File: config.mk
export PLATFORM = sky130hd
export DESIGN_NAME = ocd_top
export DESIGN_NICKNAME = d
export VERILOG_FILES = /design/src/common/ocd_pkg.sv /design/src/common/ocd_if.sv /design/src/verilog/ocd_top.sv /design/src/verilog/ocd_doze_div.sv
export SDC_FILE = /design/constraint.sdc
export NUM_CORES = 1
export LEC_CHECK = 0
export BUFFER_PORTS_ARGS = -buffer_cell sky130_fd_sc_hd__buf_2
export CAP_MARGIN = 15
export CORE_ASPECT_RATIO = 0.5
export CORE_MARGIN = 3
export CORE_UTILIZATION = 44
export DETAILED_ROUTE_END_ITERATION = 10
export PLACE_DENSITY = 0.77
export SLEW_MARGIN = 10
export SYNTH_ARGS = -nofsm -noshare
export SYNTH_HDL_FRONTEND = slang
export SYNTH_SLANG_ARGS = --single-unit
File: constraint.sdc
create_clock -name i_clk -period 3 [get_ports i_clk]
set_input_delay 0.15 -clock i_clk [delete_from_list [all_inputs] [get_ports i_clk]]
set_output_delay 0.15 -clock i_clk [all_outputs]
set_load 0.05 [all_outputs]
File: src/common/ocd_pkg.sv
// Constants for the oscillator switch and doze divider block.
// Assumes a single 250 MHz clock and a 16-bit register port.
package ocd_pkg;
	// Register indexes on the plain register port
	localparam logic [1:0] ADDR_OSC_CTRL = 2'h0;
	localparam logic [1:0] ADDR_CLK_DIV  = 2'h1;
	localparam logic [1:0] ADDR_UNLOCK   = 2'h2;
	localparam logic [1:0] ADDR_STATUS   = 2'h3;

	// Oscillator control fields
	localparam int OSC_REQ_BIT  = 0;
	localparam int NEW_OSC_LSB  = 8;
	localparam int CUR_OSC_LSB  = 12;

	// Clock divisor control fields
	localparam int RECOVER_BIT  = 15;
	localparam int DOZE_LSB     = 12;
	localparam int DOZE_EN_BIT  = 11;

	// Status fields
	localparam int ST_ARMED_BIT = 0;
	localparam int ST_BUSY_BIT  = 1;
	localparam int ST_REFUSED_BIT = 2;

	// Reset values
	localparam logic [2:0] DOZE_RESET    = 3'h3;
	localparam logic [2:0] OSC_RESET     = 3'h0;

	// Unlock keys, written back to back
	localparam logic [15:0] UNLOCK_KEY1  = 16'h0057;
	localparam logic [15:0] UNLOCK_KEY2  = 16'h00aa;

	// Oscillator source codes
	localparam logic [2:0] OSC_FAST_RC          = 3'h0;
	localparam logic [2:0] OSC_FAST_RC_WITH_PLL = 3'h1;
	localparam logic [2:0] OSC_PRIMARY          = 3'h2;
	localparam logic [2:0] OSC_PRIMARY_PLL      = 3'h3;

	// Settling time of a source change
	localparam int CLK_PERIOD_NS   = 4;
	localparam int SWITCH_TIME_NS  = 64;
	localparam int SWITCH_CYCLES   = (SWITCH_TIME_NS + CLK_PERIOD_NS - 1) / CLK_PERIOD_NS;

	// Width of the doze prescale counter (largest ratio 128)
	localparam int DOZE_CNT_W      = 7;
endpackage : ocd_pkg

File: src/common/ocd_if.sv
// Carrier between the control registers and the doze divider.
// Assumes both ends run on the same clock.
`timescale 1ns/1ns
interface ocd_if;
	logic       doze_en;   // Reduction active
	logic [2:0] doze_code; // Reduction code
	logic       cpu_tick;  // Processor clock enable
	modport ctrl (output doze_en, output doze_code, input cpu_tick);
	modport div  (input doze_en, input doze_code, output cpu_tick);
endinterface : ocd_if

File: src/verilog/ocd_top.sv
// Oscillator switch handshake and doze clock divisor control.
// Assumes software on a plain 16-bit register port; one clock.
//
// Overview of operation
// - Writing request bit one while idle starts a switch, except a direct PLL-to-PLL move.
// - Request bit clears when switch completes.
// - Oscillator control writes need unlock sequence first.
// - Recover bit: interrupt clears doze enable.
// - Reduction code 111/110/101/011 divides 128/64/32/8.
// - Doze off holds ratio at one.
// - Reduction field writes ignored while doze on.
// - Doze enable cannot set while code zero.
`timescale 1ns/1ns
module ocd_top #(
	parameter int SWITCH_CYC = ocd_pkg::SWITCH_CYCLES // Source settling cycles
) (
	input  wire logic        i_clk,      // System clock, 250 MHz
	input  wire logic        i_rst_n,    // Sync reset, active low
	input  wire logic [1:0]  i_addr,     // Register index
	input  wire logic [15:0] i_wdata,    // Write data
	input  wire logic        i_wr,       // Write strobe
	input  wire logic        i_rd,       // Read strobe
	input  wire logic        i_irq,      // Any interrupt, level
	output logic      [15:0] o_rdata,    // Read data, cycle after strobe
	output logic      [2:0]  o_osc_sel,  // Active oscillator source
	output logic             o_cpu_en,   // Processor clock enable
	output logic             o_doze_act  // Doze ratio in force
);
	typedef enum logic [1:0] {OCD_IDLE, OCD_SETTLE, OCD_DONE} ocd_state_e;

	ocd_state_e  state;
	logic [2:0]  new_osc;
	logic        osc_req;
	logic        recover_on_irq;
	logic [2:0]  doze_code;
	logic        doze_ratio_enable;
	logic        key1_seen;
	logic        armed;
	logic        refused;
	logic [15:0] settle_cnt;

	logic        wr_osc;
	logic        wr_div;
	logic        wr_unl;
	logic        wr_sts;
	logic        osc_ok;
	logic        pll_cross;
	logic        switch_done;
	logic [2:0]  next_doze_code;
	logic        next_doze_en;

	ocd_if dz ();

	// Write decode; the control write counts only when armed
	assign wr_unl = i_wr && (i_addr == ocd_pkg::ADDR_UNLOCK);
	assign wr_div = i_wr && (i_addr == ocd_pkg::ADDR_CLK_DIV);
	assign wr_sts = i_wr && (i_addr == ocd_pkg::ADDR_STATUS);
	assign wr_osc = i_wr && (i_addr == ocd_pkg::ADDR_OSC_CTRL);
	assign osc_ok = wr_osc && armed;

	// Direct moves between the two PLL sources are refused, not carried out
	always_comb begin
		pll_cross = 1'b0;
		if ((o_osc_sel == ocd_pkg::OSC_PRIMARY_PLL) &&
		    (i_wdata[ocd_pkg::NEW_OSC_LSB +: 3] == ocd_pkg::OSC_FAST_RC_WITH_PLL)) begin
			pll_cross = 1'b1;
		end
		if ((o_osc_sel == ocd_pkg::OSC_FAST_RC_WITH_PLL) &&
		    (i_wdata[ocd_pkg::NEW_OSC_LSB +: 3] == ocd_pkg::OSC_PRIMARY_PLL)) begin
			pll_cross = 1'b1;
		end
	end

	// Unlock sequence: key1 then key2 on consecutive register writes
	always_ff @(posedge i_clk) begin
		if (!i_rst_n) begin
			key1_seen <= 1'b0;
			armed     <= 1'b0;
		end else if (i_wr) begin
			key1_seen <= wr_unl && (i_wdata == ocd_pkg::UNLOCK_KEY1);
			armed     <= wr_unl && key1_seen && (i_wdata == ocd_pkg::UNLOCK_KEY2);
		end
	end

	// New source selection, only latched by an armed write
	always_ff @(posedge i_clk) begin
		if (!i_rst_n) begin
			new_osc <= ocd_pkg::OSC_RESET;
		end else if (osc_ok && (state == OCD_IDLE)) begin
			new_osc <= i_wdata[ocd_pkg::NEW_OSC_LSB +: 3];
		end
	end

	// Switch sequencer; the selection is frozen while a switch is busy
	always_ff @(posedge i_clk) begin
		if (!i_rst_n) begin
			state <= OCD_IDLE;
		end else begin
			case (state)
				OCD_IDLE: begin
					if (osc_ok && i_wdata[ocd_pkg::OSC_REQ_BIT] && !pll_cross) begin
						state <= OCD_SETTLE;
					end
				end
				OCD_SETTLE: begin
					if (switch_done) begin
						state <= OCD_DONE;
					end
				end
				OCD_DONE: state <= OCD_IDLE;
				default:  state <= OCD_IDLE;
			endcase
		end
	end

	// Settling counter for the source change
	always_ff @(posedge i_clk) begin
		if (!i_rst_n) begin
			settle_cnt <= '0;
		end else if (state == OCD_SETTLE) begin
			settle_cnt <= settle_cnt + 16'h0001;
		end else begin
			settle_cnt <= '0;
		end
	end
	assign switch_done = (settle_cnt == 16'(SWITCH_CYC - 1));

	// Request bit: set by software, returned to zero by the device at the end
	always_ff @(posedge i_clk) begin
		if (!i_rst_n) begin
			osc_req <= 1'b0;
		end else if (state == OCD_IDLE && osc_ok && i_wdata[ocd_pkg::OSC_REQ_BIT]
		             && !pll_cross) begin
			osc_req <= 1'b1;
		end else if (state == OCD_DONE) begin
			osc_req <= 1'b0;
		end
	end

	// Active source changes only when the switch completes
	always_ff @(posedge i_clk) begin
		if (!i_rst_n) begin
			o_osc_sel <= ocd_pkg::OSC_RESET;
		end else if (state == OCD_SETTLE && switch_done) begin
			o_osc_sel <= new_osc;
		end
	end

	// Sticky refusal flag; write one clears, a new refusal wins over the clear
	always_ff @(posedge i_clk) begin
		if (!i_rst_n) begin
			refused <= 1'b0;
		end else if (osc_ok && i_wdata[ocd_pkg::OSC_REQ_BIT] && pll_cross) begin
			refused <= 1'b1;
		end else if (wr_sts && i_wdata[ocd_pkg::ST_REFUSED_BIT]) begin
			refused <= 1'b0;
		end
	end

	// Next clock divisor values after write filtering
	always_comb begin
		next_doze_code = doze_code;
		next_doze_en   = doze_ratio_enable;
		if (wr_div) begin
			if (!doze_ratio_enable) begin
				next_doze_code = i_wdata[ocd_pkg::DOZE_LSB +: 3];
			end
			if (next_doze_code == 3'h0) begin
				next_doze_en = 1'b0;
			end else begin
				next_doze_en = i_wdata[ocd_pkg::DOZE_EN_BIT];
			end
		end
		if (recover_on_irq && i_irq) begin
			next_doze_en = 1'b0;
		end
	end

	// Clock divisor control register
	always_ff @(posedge i_clk) begin
		if (!i_rst_n) begin
			recover_on_irq    <= 1'b0;
			doze_code         <= ocd_pkg::DOZE_RESET;
			doze_ratio_enable <= 1'b0;
		end else begin
			if (wr_div) begin
				recover_on_irq <= i_wdata[ocd_pkg::RECOVER_BIT];
			end
			doze_code         <= next_doze_code;
			doze_ratio_enable <= next_doze_en;
		end
	end

	// Divider sees the registered controls; ratio is one while disabled
	assign dz.doze_en   = doze_ratio_enable;
	assign dz.doze_code = doze_code;

	ocd_doze_div u_div (
		.i_clk   (i_clk),
		.i_rst_n (i_rst_n),
		.dz      (dz)
	);

	// Outputs straight from flops
	always_ff @(posedge i_clk) begin
		if (!i_rst_n) begin
			o_cpu_en   <= 1'b0;
			o_doze_act <= 1'b0;
		end else begin
			o_cpu_en   <= dz.cpu_tick;
			o_doze_act <= doze_ratio_enable;
		end
	end

	// Read data stands only in the cycle after the strobe
	always_ff @(posedge i_clk) begin
		if (!i_rst_n) begin
			o_rdata <= '0;
		end else if (i_rd) begin
			case (i_addr)
				ocd_pkg::ADDR_OSC_CTRL: begin
					o_rdata <= {1'b0, o_osc_sel, 1'b0, new_osc, 7'h00, osc_req};
				end
				ocd_pkg::ADDR_CLK_DIV: begin
					o_rdata <= {recover_on_irq, doze_code, doze_ratio_enable, 11'h000};
				end
				ocd_pkg::ADDR_STATUS: begin
					o_rdata <= {13'h0000, refused, (state != OCD_IDLE), armed};
				end
				default: o_rdata <= '0;
			endcase
		end else begin
			o_rdata <= '0;
		end
	end
endmodule : ocd_top

File: src/verilog/ocd_doze_div.sv
// Doze divider: makes the processor clock enable pulse.
// Assumes code and enable come from the control registers.
`timescale 1ns/1ns
module ocd_doze_div (
	input  wire logic i_clk,   // System clock
	input  wire logic i_rst_n, // Sync reset, active low
	ocd_if.div        dz       // Control and tick
);
	logic [ocd_pkg::DOZE_CNT_W-1:0] cnt;
	logic [ocd_pkg::DOZE_CNT_W-1:0] last;

	// Code 111 is 128, 100 is 16, 011 is 8: ratio is two to the code
	always_comb begin
		last = '0;
		if (dz.doze_en) begin
			last = ocd_pkg::DOZE_CNT_W'((8'h01 << dz.doze_code) - 8'h01);
		end
	end

	// Counter restarts on every tick; it is compared with the live limit, so a code change takes effect at once
	always_ff @(posedge i_clk) begin
		if (!i_rst_n) begin
			cnt         <= '0;
			dz.cpu_tick <= 1'b0;
		end else if (cnt >= last) begin
			cnt         <= '0;
			dz.cpu_tick <= 1'b1; // Every cycle when doze is off
		end else begin
			cnt         <= cnt + 1'b1;
			dz.cpu_tick <= 1'b0;
		end
	end
endmodule : ocd_doze_div

-- After elaboration in Yosys (flattened, before gate mapping)
Cells that the tools add are included.
- bits in registers: 59
- word-level logic and storage cells: 82
- input port bits: 23
- shift operators: 1
- magnitude comparators: 1
- add/sub/neg operators: 3
- reduce and logical (&&, ||, !) cells: 31
- eq/ne operators: 14
- bitwise logic cells: 1
- muxes and demuxes: 15
- operator list (kind ; number):
    $pmux W16 S3 ; 1
    $logic_and A1 B1 Y1 ; 19
    $add A16 B1 Y16 const B ; 1
    $eq A16 B4 Y1 const B ; 1
    $eq A16 B7 Y1 const B ; 1
    $eq A16 B8 Y1 const B ; 1
    $mux W1 ; 8
    $add A7 B1 Y7 const B ; 1
    $ge A7 B7 Y1 ; 1
    $mux W7 ; 1
    $shl A1 B3 Y7 const A ; 1
    $sub A7 B1 Y7 const B ; 1
    $eq A2 B2 Y1 const B ; 3
    $eq A3 B1 Y1 const B ; 2
    $eq A3 B2 Y1 const B ; 2
    $mux W3 ; 2
    $reduce_and A2 Y1 ; 3
    $reduce_bool A2 Y1 ; 3
    $eq A2 B1 Y1 const B ; 2
    $logic_not A2 Y1 ; 2
    $mux W2 ; 2
    $pmux W2 S2 ; 1
    $reduce_or A2 Y1 ; 2
    $logic_not A3 Y1 ; 1
    other kinds (4) ; 4

-- Longest topological paths before layout
Gate-level depths: netlist (run 1).
- word-level depth: 8
- depth in mapped cells: 13

-- Modules after synthesis
A second synthesis (run 1) with hierarchy kept.
- cells, all modules: 268
- area total of the unflattened synthesis: 2441.1 sq um
- by module, submodules not included (module ; instances ; area each (sq um) ; cells an instance ; sequential area each (sq um)):
    ocd_top ; 1 ; 1933.1 ; 212 ; 920.9
    ocd_doze_div ; 1 ; 508.0 ; 56 ; 160.2

-- Least setup slack after synthesis (run 1)
Ideal clock, no wire load.
- path kind: register to register
- start point: reg doze_code[0]
- end point: reg u_div.cnt[2] (netlist name)
- library setup time: 0.065 ns
- stages on the path, launching flop included: 13
- arrival time: 2.703 ns
- period minus slack after synthesis: 2.768 ns
- setup slack: 0.232 ns
- path buffers: 1
- cell sequence: dfxtp_1 > clkbuf_1 > or3_1 > ha_1 > nor3_1 > a21oi_1 > nor2b_1 > o21ai_0 > ha_1 > and3_1 > a221o_1 > a311o_1 > nor2_1
- longest elaborated chain between the ends: 5
- RTL lines (element ; RTL line ; source):
    start: declaration ; ocd_top.sv:35 ; logic [2:0] doze_code;
    start signal: assignment ; ocd_top.sv:183 ; doze_code <= ocd_pkg::DOZE_RESET;
    start signal: assignment ; ocd_top.sv:189 ; doze_code <= next_doze_code;
    $shl A1 B3 Y7 ; ocd_doze_div.sv:16 ; last = ocd_pkg::DOZE_CNT_W'((8'h01 << dz.doze_code) - 8'h01);
    $sub A7 B1 Y7 ; ocd_doze_div.sv:16 ;
    $mux W7 ; ocd_doze_div.sv:15 ; if (dz.doze_en) begin
    $ge A7 B7 Y1 ; ocd_doze_div.sv:25 ; end else if (cnt >= last) begin
    $reduce_or A2 Y1 (no line) ; n/a ;
    end signal: assignment ; ocd_doze_div.sv:29 ; cnt <= cnt + 1'b1;
    end: declaration ; ocd_doze_div.sv:9 ; logic [ocd_pkg::DOZE_CNT_W-1:0] cnt;
Every way passes these cells.
A chain may end at the register's enable or synchronous reset.

-- Worst setup path in the final report (run 1)
- start point: reg doze_code[1]
- end point: reg u_div.cnt[5] (netlist name)
Same word-level chain as after synthesis.

==> results of run 1 <==
-- through the flow --
stage / utilization, % / power, mW / hold slack, ps
6_report: 55.19 / 1.378 / 84.66
5_1_grt: 55.19 / 1.420 / 92.65
3_3_place_gp: 52.28 / 0.8365 / 372.9
3_5_place_dp: 52.28 / 0.8399 / 383.2
2_1_floorplan: - / 0.8121 / 261.8
4_1_cts: 54.95 / 1.385 / 84.36
-- layer usage --
metal / track usage [%] / share of wire [%] / up-vias
met5: 0 / 0 / -
met4: 7.363 / 1.6 / 0
met3: 3.160 / 2.5 / 10
met2: 30.39 / 52 / 34
met1: 18.87 / 44 / 1002
li1: - / - / 1039
-- cell type report --
cell class,count,share of cell area (%)
multi-input combinational,209,46.10
sequential,54,37.69
clock buffer,6,4.837
tap,70,3.050
inverter,9,1.176
timing repair buffer,40,7.146
-- power breakdown --
part	switching, mW	internal (mW)
Combinational	0.0640	0.0331
Clock	0.229	0.323
Sequential	0.00534	0.724
-- Yosys cell counts, drive strengths merged, types with 2 or more instances --
library cell  instances
a21o                  2
a21oi                 8
a221oi                2
and2                  4
and3                  6
buf                   9
clkbuf                8
dfxtp                54
ha                   10
inv                   9
mux2i                10
nand2                28
nand2b                2
nand3                12
nand3b                2
nand4                 7
nand4b                2
nor2                 40
nor2b                 4
nor3                  8
nor3b                 5
nor4                  6
o21ai                 8
or3                   6
xnor2                14
xor2                  4
-- cell families (layout without fill, tap and decap cells) --
logic type               after synthesis  count (layout)  share of synthesized area, %
multiplexers                          10              10                         3.996
AND/OR/NAND/NOR                      138             138                         28.77
adder cells (fa/ha/maj)               10              10                         4.995
buffers and inverters                 26              55                         5.045
AO/OA/AOI/OAI                         28              28                         7.593
XOR/XNOR                              18              18                         6.294
flip-flops                            54              54                         43.16
other                                  1               5                        0.1497
-- flip-flops by register name, summed over array words and instances (netlist names), 2 cells and up --
| register | flops |
|---|---|
| settle_cnt | 16 |
| doze_code | 3 |
| new_osc | 3 |
| u_div.cnt | 7 |
| state | 2 |
| o_osc_sel | 3 |
| o_rdata | 11 |
-- how the worst max path moves through the flow --
stage | from | end | slack [ps] | cells past startpoint
6_report | doze_code[1] | u_div.cnt[5] | 210 | 13
5_1_grt | doze_code[1] | u_div.cnt[5] | 10 | 13
4_1_cts | doze_code[2] | u_div.cnt[5] | 100 | 11
3_5_place_dp | doze_code[2] | u_div.cnt[5] | 120 | 11
3_3_place_gp | doze_code[2] | u_div.cnt[2] | 260 | 11
2_1_floorplan | doze_code[0] | u_div.cnt[2] | 230 | 12
-- critical path, stage by stage, from the launching register on --
cell and delay, ps:
dfxtp_1 320, buf_4 170, nor2_2 160, nand2_1 80, ha_2 220, xnor2_1 150, nand3_1 100, nand2_1 90
nand2_1 70, ha_1 310, and3_1 220, a221o_1 310, a311o_2 420, nor2_1 120
-- layout by cell type (no fill, tap or decap), types with 6 or more instances in the layout --
cell type  instances
a21oi_1            8
and3_1             6
buf_2             38
dfxtp_1           53
ha_1               9
inv_1              9
mux2i_1           10
nand2_1           28
nand3_1           12
nand4_1            7
nor2_1            38
nor3_1             8
o21ai_0            8
xnor2_1           14
==> flow_summary.yaml, run 1 <==
layout:
  final_area_um2: 2872
  fin_nets: 352
  syn2layout_area_growth_pct: 14.64
  final_cells: 388
  n_fill_cell: 472
  regArea_um2: 1082
  diodes: 0
  drive_gt1_share_pct: 18.55
  multi_input_area_um2: 1324
clock_network:
  htree_levels: 2
  cts_root_buf: "clkbuf_16"
  cts.sinks: 54
  cts-buffers-inserted: 5
  cts_tree: "done"
  clkSlewWorstSetupHoldPaths_ps: 60
  max-clock-path-buffers: 2
  ctsResizeCount: 0
  cts_hold_buf: 0
  cts_setup_buffers: 0
  clk_latency_ps: 280
die:
  dieArea_um2: 6689
  num_rows: 18
  die-width_um: 112.7
  coreArea_um2: 5202
  chipHeight_um: 59.35
  initial_utilization_pct: 48.15
  ioPinCount: 44
worst_setup_path:
  cp.required_ps: 3220
  r2r-end: "u_div.cnt[5]"
  r2r-start: "doze_code[1]"
  path_max_fanout: 9
  start_kind: "flop"
  reg2reg_slack_ps: 210
  arrival_ps: 3020
  end_kind: "flop"
  path_class: "reg -> reg"
  reg2regPathDepth: 13
sta:
  fin_skew_ps: 4.187
  worst_pin_slew_ps: 556.7
  slew_violations: 0
  fin_ws_ps: 205.0
  grt_setup_unrepaired: "no"
  fmax_mhz: 357.8
  max_slew_margin_pct: 62.89
  finalCritPeriodShare_pct: 93.17
  setup_viol: 0
  tns_ps: 0
  hold_viol_final: 0
  period_needed_ps: 2795
placed_design:
  gp_congestion: 0.8102
  placed_cells: 382
  dp_slack_ps: 116.1
  hpwlAfterDp_um: 4031
  port_buffers: 38
  placed_area_um2: 2720
drt:
  drc: 0
  firstDrtPassIters: 4
  wl_um: 5313
  vias: 2085
  drt_iter0_drc: 80
  routedWlPerCell_um: 13.69
  vias_per_cell: 5.374
  ant_nets: 0
pwr:
  p_leak_nw: 1.096
  p_per_area_nw_per_um2: 479.8
  ir_drop_v: 0.0002414
logic_synthesis:
  synthTopCellsByArea: "dfxtp_1 (43%), nor2_1 (5.8%), ha_1 (5.0%), xnor2_1 (4.9%), nand2_1 (4.2%)"
  ys.flop_type: "dfxtp_1"
  ys_seq_area_share_pct: 43.16
  syn-instance-count: 285
  ys_ff_latch: 54
  avgSynthCellArea_um2: 8.789
  yosysWarnings: 0
  synth_edf_count: 0
  syn_area_um2: 2505
  synthArstFlopShare_pct: 0
  synth_top_cell_by_area: "dfxtp_1"
  yosysTopAreaCellShare_pct: 43.16
  yosys.cell_types.count: 48
outcome:
  status: "finished, final reports clean"
global_routing:
  grt_max_degree: 19
  antenna_found_initial: 0
  grt_usage_pct: 16.42
  grt_pass1_vias: 2015
  grt_pass1_wl_um: 8928
  grt-ovfl-total: 0
hold_path:
  hold_path.class: "in -> reg"
  hold_path_end: "doze_ratio_enable"
  hold_path.startpoint: "i_irq"
  hold_path_depth: 2
job:
  maxCapViolations: 0
(Power assumes the default switching activity.)
==> run 2: changes to the inputs <==
- CORE_UTILIZATION: 44 -> 50
- PLACE_DENSITY: 0.77 -> not set
- PLACE_DENSITY_LB_ADDON: not set -> 0.08
==> run 2 against run 1 <==
Die area shrank 11%. Global-route usage grew 1.6 points. Clock skew grew 1.6 ps. Maximum frequency shrank 1.2%. Largest cell class unchanged. Critical path depth shrank 2. Combinational power shrank 6.6%. Worst hold slack lost 43 ps.
==> flow_summary.yaml, run 2 (synthesized netlist as in run 1, its figures left out) <==
clock_network:
  max-clock-path-buffers: 2
  cts_hold_buf: 0
  htree_levels: 2
  cts-buffers-inserted: 5
  clk_latency_ps: 300
  clkSlewWorstSetupHoldPaths_ps: 90
  cts_tree: "done"
  cts.sinks: 54
  cts_root_buf: "clkbuf_8"
worst_setup_path:
  end_kind: "flop"
  cp.required_ps: 3250
  path_max_fanout: 8
  cp-startpoint: "doze_code[0]"
  arrival_ps: 3080
  start_kind: "flop"
  r2r-start: "doze_code[0]"
  path_class: "reg -> reg"
global_routing:
  grt_pass1_vias: 1897
  grt_usage_pct: 17.99
  grt_pass1_wl_um: 8700
  grt_max_degree: 19
  grt-ovfl-total: 0
  antenna_found_initial: 0
drt:
  routedWlPerCell_um: 13.17
  firstDrtPassIters: 5
  drt_iter0_drc: 107
  drc: 0
  wl_um: 5056
  vias: 2027
  vias_per_cell: 5.279
  ant_nets: 0
layout:
  registers.top_by_ff_count: "settle_cnt"
  largest_reg_flops: 16
  reg.largest.list: "settle_cnt x16, o_rdata x11, u_div.cnt x7"
  fin_nets: 350
  diodes: 0
  drive_gt1_share_pct: 17.92
  post-route-util_pct: 61.07
  syn2layout_area_growth_pct: 12.54
  layout_common_cells: "dfxtp_1 (52), nor2_1 (39), buf_2 (38)"
  final_common_cell: "dfxtp_1"
  final_cells: 384
die:
  die-width_um: 106.1
  coreArea_um2: 4616
  chipHeight_um: 56.05
  dieArea_um2: 5947
  ioPinCount: 44
  num_rows: 17
  initial_utilization_pct: 54.27
sta:
  slew_violations: 0
  tns_ps: 0
  grt_setup_unrepaired: "no"
  hold_viol_final: 0
  worst_pin_slew_ps: 572.4
  setup_viol: 0
  max_slew_margin_pct: 61.84
  fin_skew_ps: 5.793
  finalCritPeriodShare_pct: 94.28
  holdWs_ps: 41.90
  period_needed_ps: 2828
  fmax_mhz: 353.6
job:
  maxCapViolations: 0
placed_design:
  port_buffers: 38
  placed_cells: 376
  gp_congestion: 0.8002
  hpwlAfterDp_um: 3788
pwr:
  swShare_pct: 23.23
  p_per_area_nw_per_um2: 463.2
  internal-power_mw: 1.003
  power.switching_uw: 303.3
  power_frac_seq_pct: 56.0
  total_power_mw: 1.306
  p_comb_share_pct: 6.9
  ir_drop_v: 0.0002241
  p_leak_nw: 1.066
  clockPowerShare_pct: 37.1
hold_path:
  hold_path.startpoint: "i_irq"
  hold_path.class: "in -> reg"
outcome:
  status: "finished, final reports clean"
-- run 2: cell count changes in the layout (fill, tap and decap cells not counted), moves of 2 or more --
cell / before / now
buf_4: 2 / 0
clkbuf_16: 5 / 0
clkbuf_8: 1 / 5
clkinvlp_4: 0 / 2
-- run 2: stage by stage --
step	worst slack, ps	instance area (µm²)
5_1_grt	2.720	2819
3_3_place_gp	205.4	2700
3_5_place_dp	57.86	2700
6_report	171.7	2819
4_1_cts	34.63	2814
2_1_floorplan	232.3	2520
-- run 2: critical path, cell delays in order (launching register included) --
cell	delay, ps
dfxtp_2	380
or3_1	440
ha_2	240
xnor2_1	150
nand3_1	90
nand2_1	70
nand2_1	60
ha_1	320
and3_1	220
a221o_1	310
a311o_1	360
nor2_1	130
-- run 2: area by class of cell --
class	instances	area [µm²]
flip-flops and latches	54	1084
well taps	66	82.58
clock buffers	5	68.82
clock inverters	3	45.04
inverters	9	33.78
fillers	410	1797
repair buffers	38	190.2
multi-input cells	209	1315
-- run 2: worst paths after layout --
path / end / slack [ps] / depth (start not counted)
setup / recovery: u_div.cnt[3] / 170 / 11
hold / removal: doze_ratio_enable / 40 / 2
setup reg to reg: u_div.cnt[3] / 170 / 11
hold reg to reg: o_cpu_en / 460 / 1
-- run 2: power groups by stage --
stage	sequential (mW)	clock (mW)	combinational, mW
floorplan	0.749	0	0.0627
detailed placement	0.748	0	0.0903
CTS	0.731	0.500	0.0905
global route	0.732	0.531	0.100
finish	0.731	0.484	0.0907
global placement	0.747	0	0.0891
-- run 2: timing repair --
item | CTS | global route
gates resized for setup | 0 | 3
endpoints found under the setup margin | 0 | 6
setup buffers | 0 | 0
-- run 2: layer usage --
layer / vias up / part of all wire (%) / track usage (%)
li1: 1035 / - / -
met1: 944 / 46 / 22.69
met2: 43 / 48 / 30.25
met3: 5 / 4.7 / 5.098
met4: 0 / 0.83 / 4.982
met5: - / 0 / 0
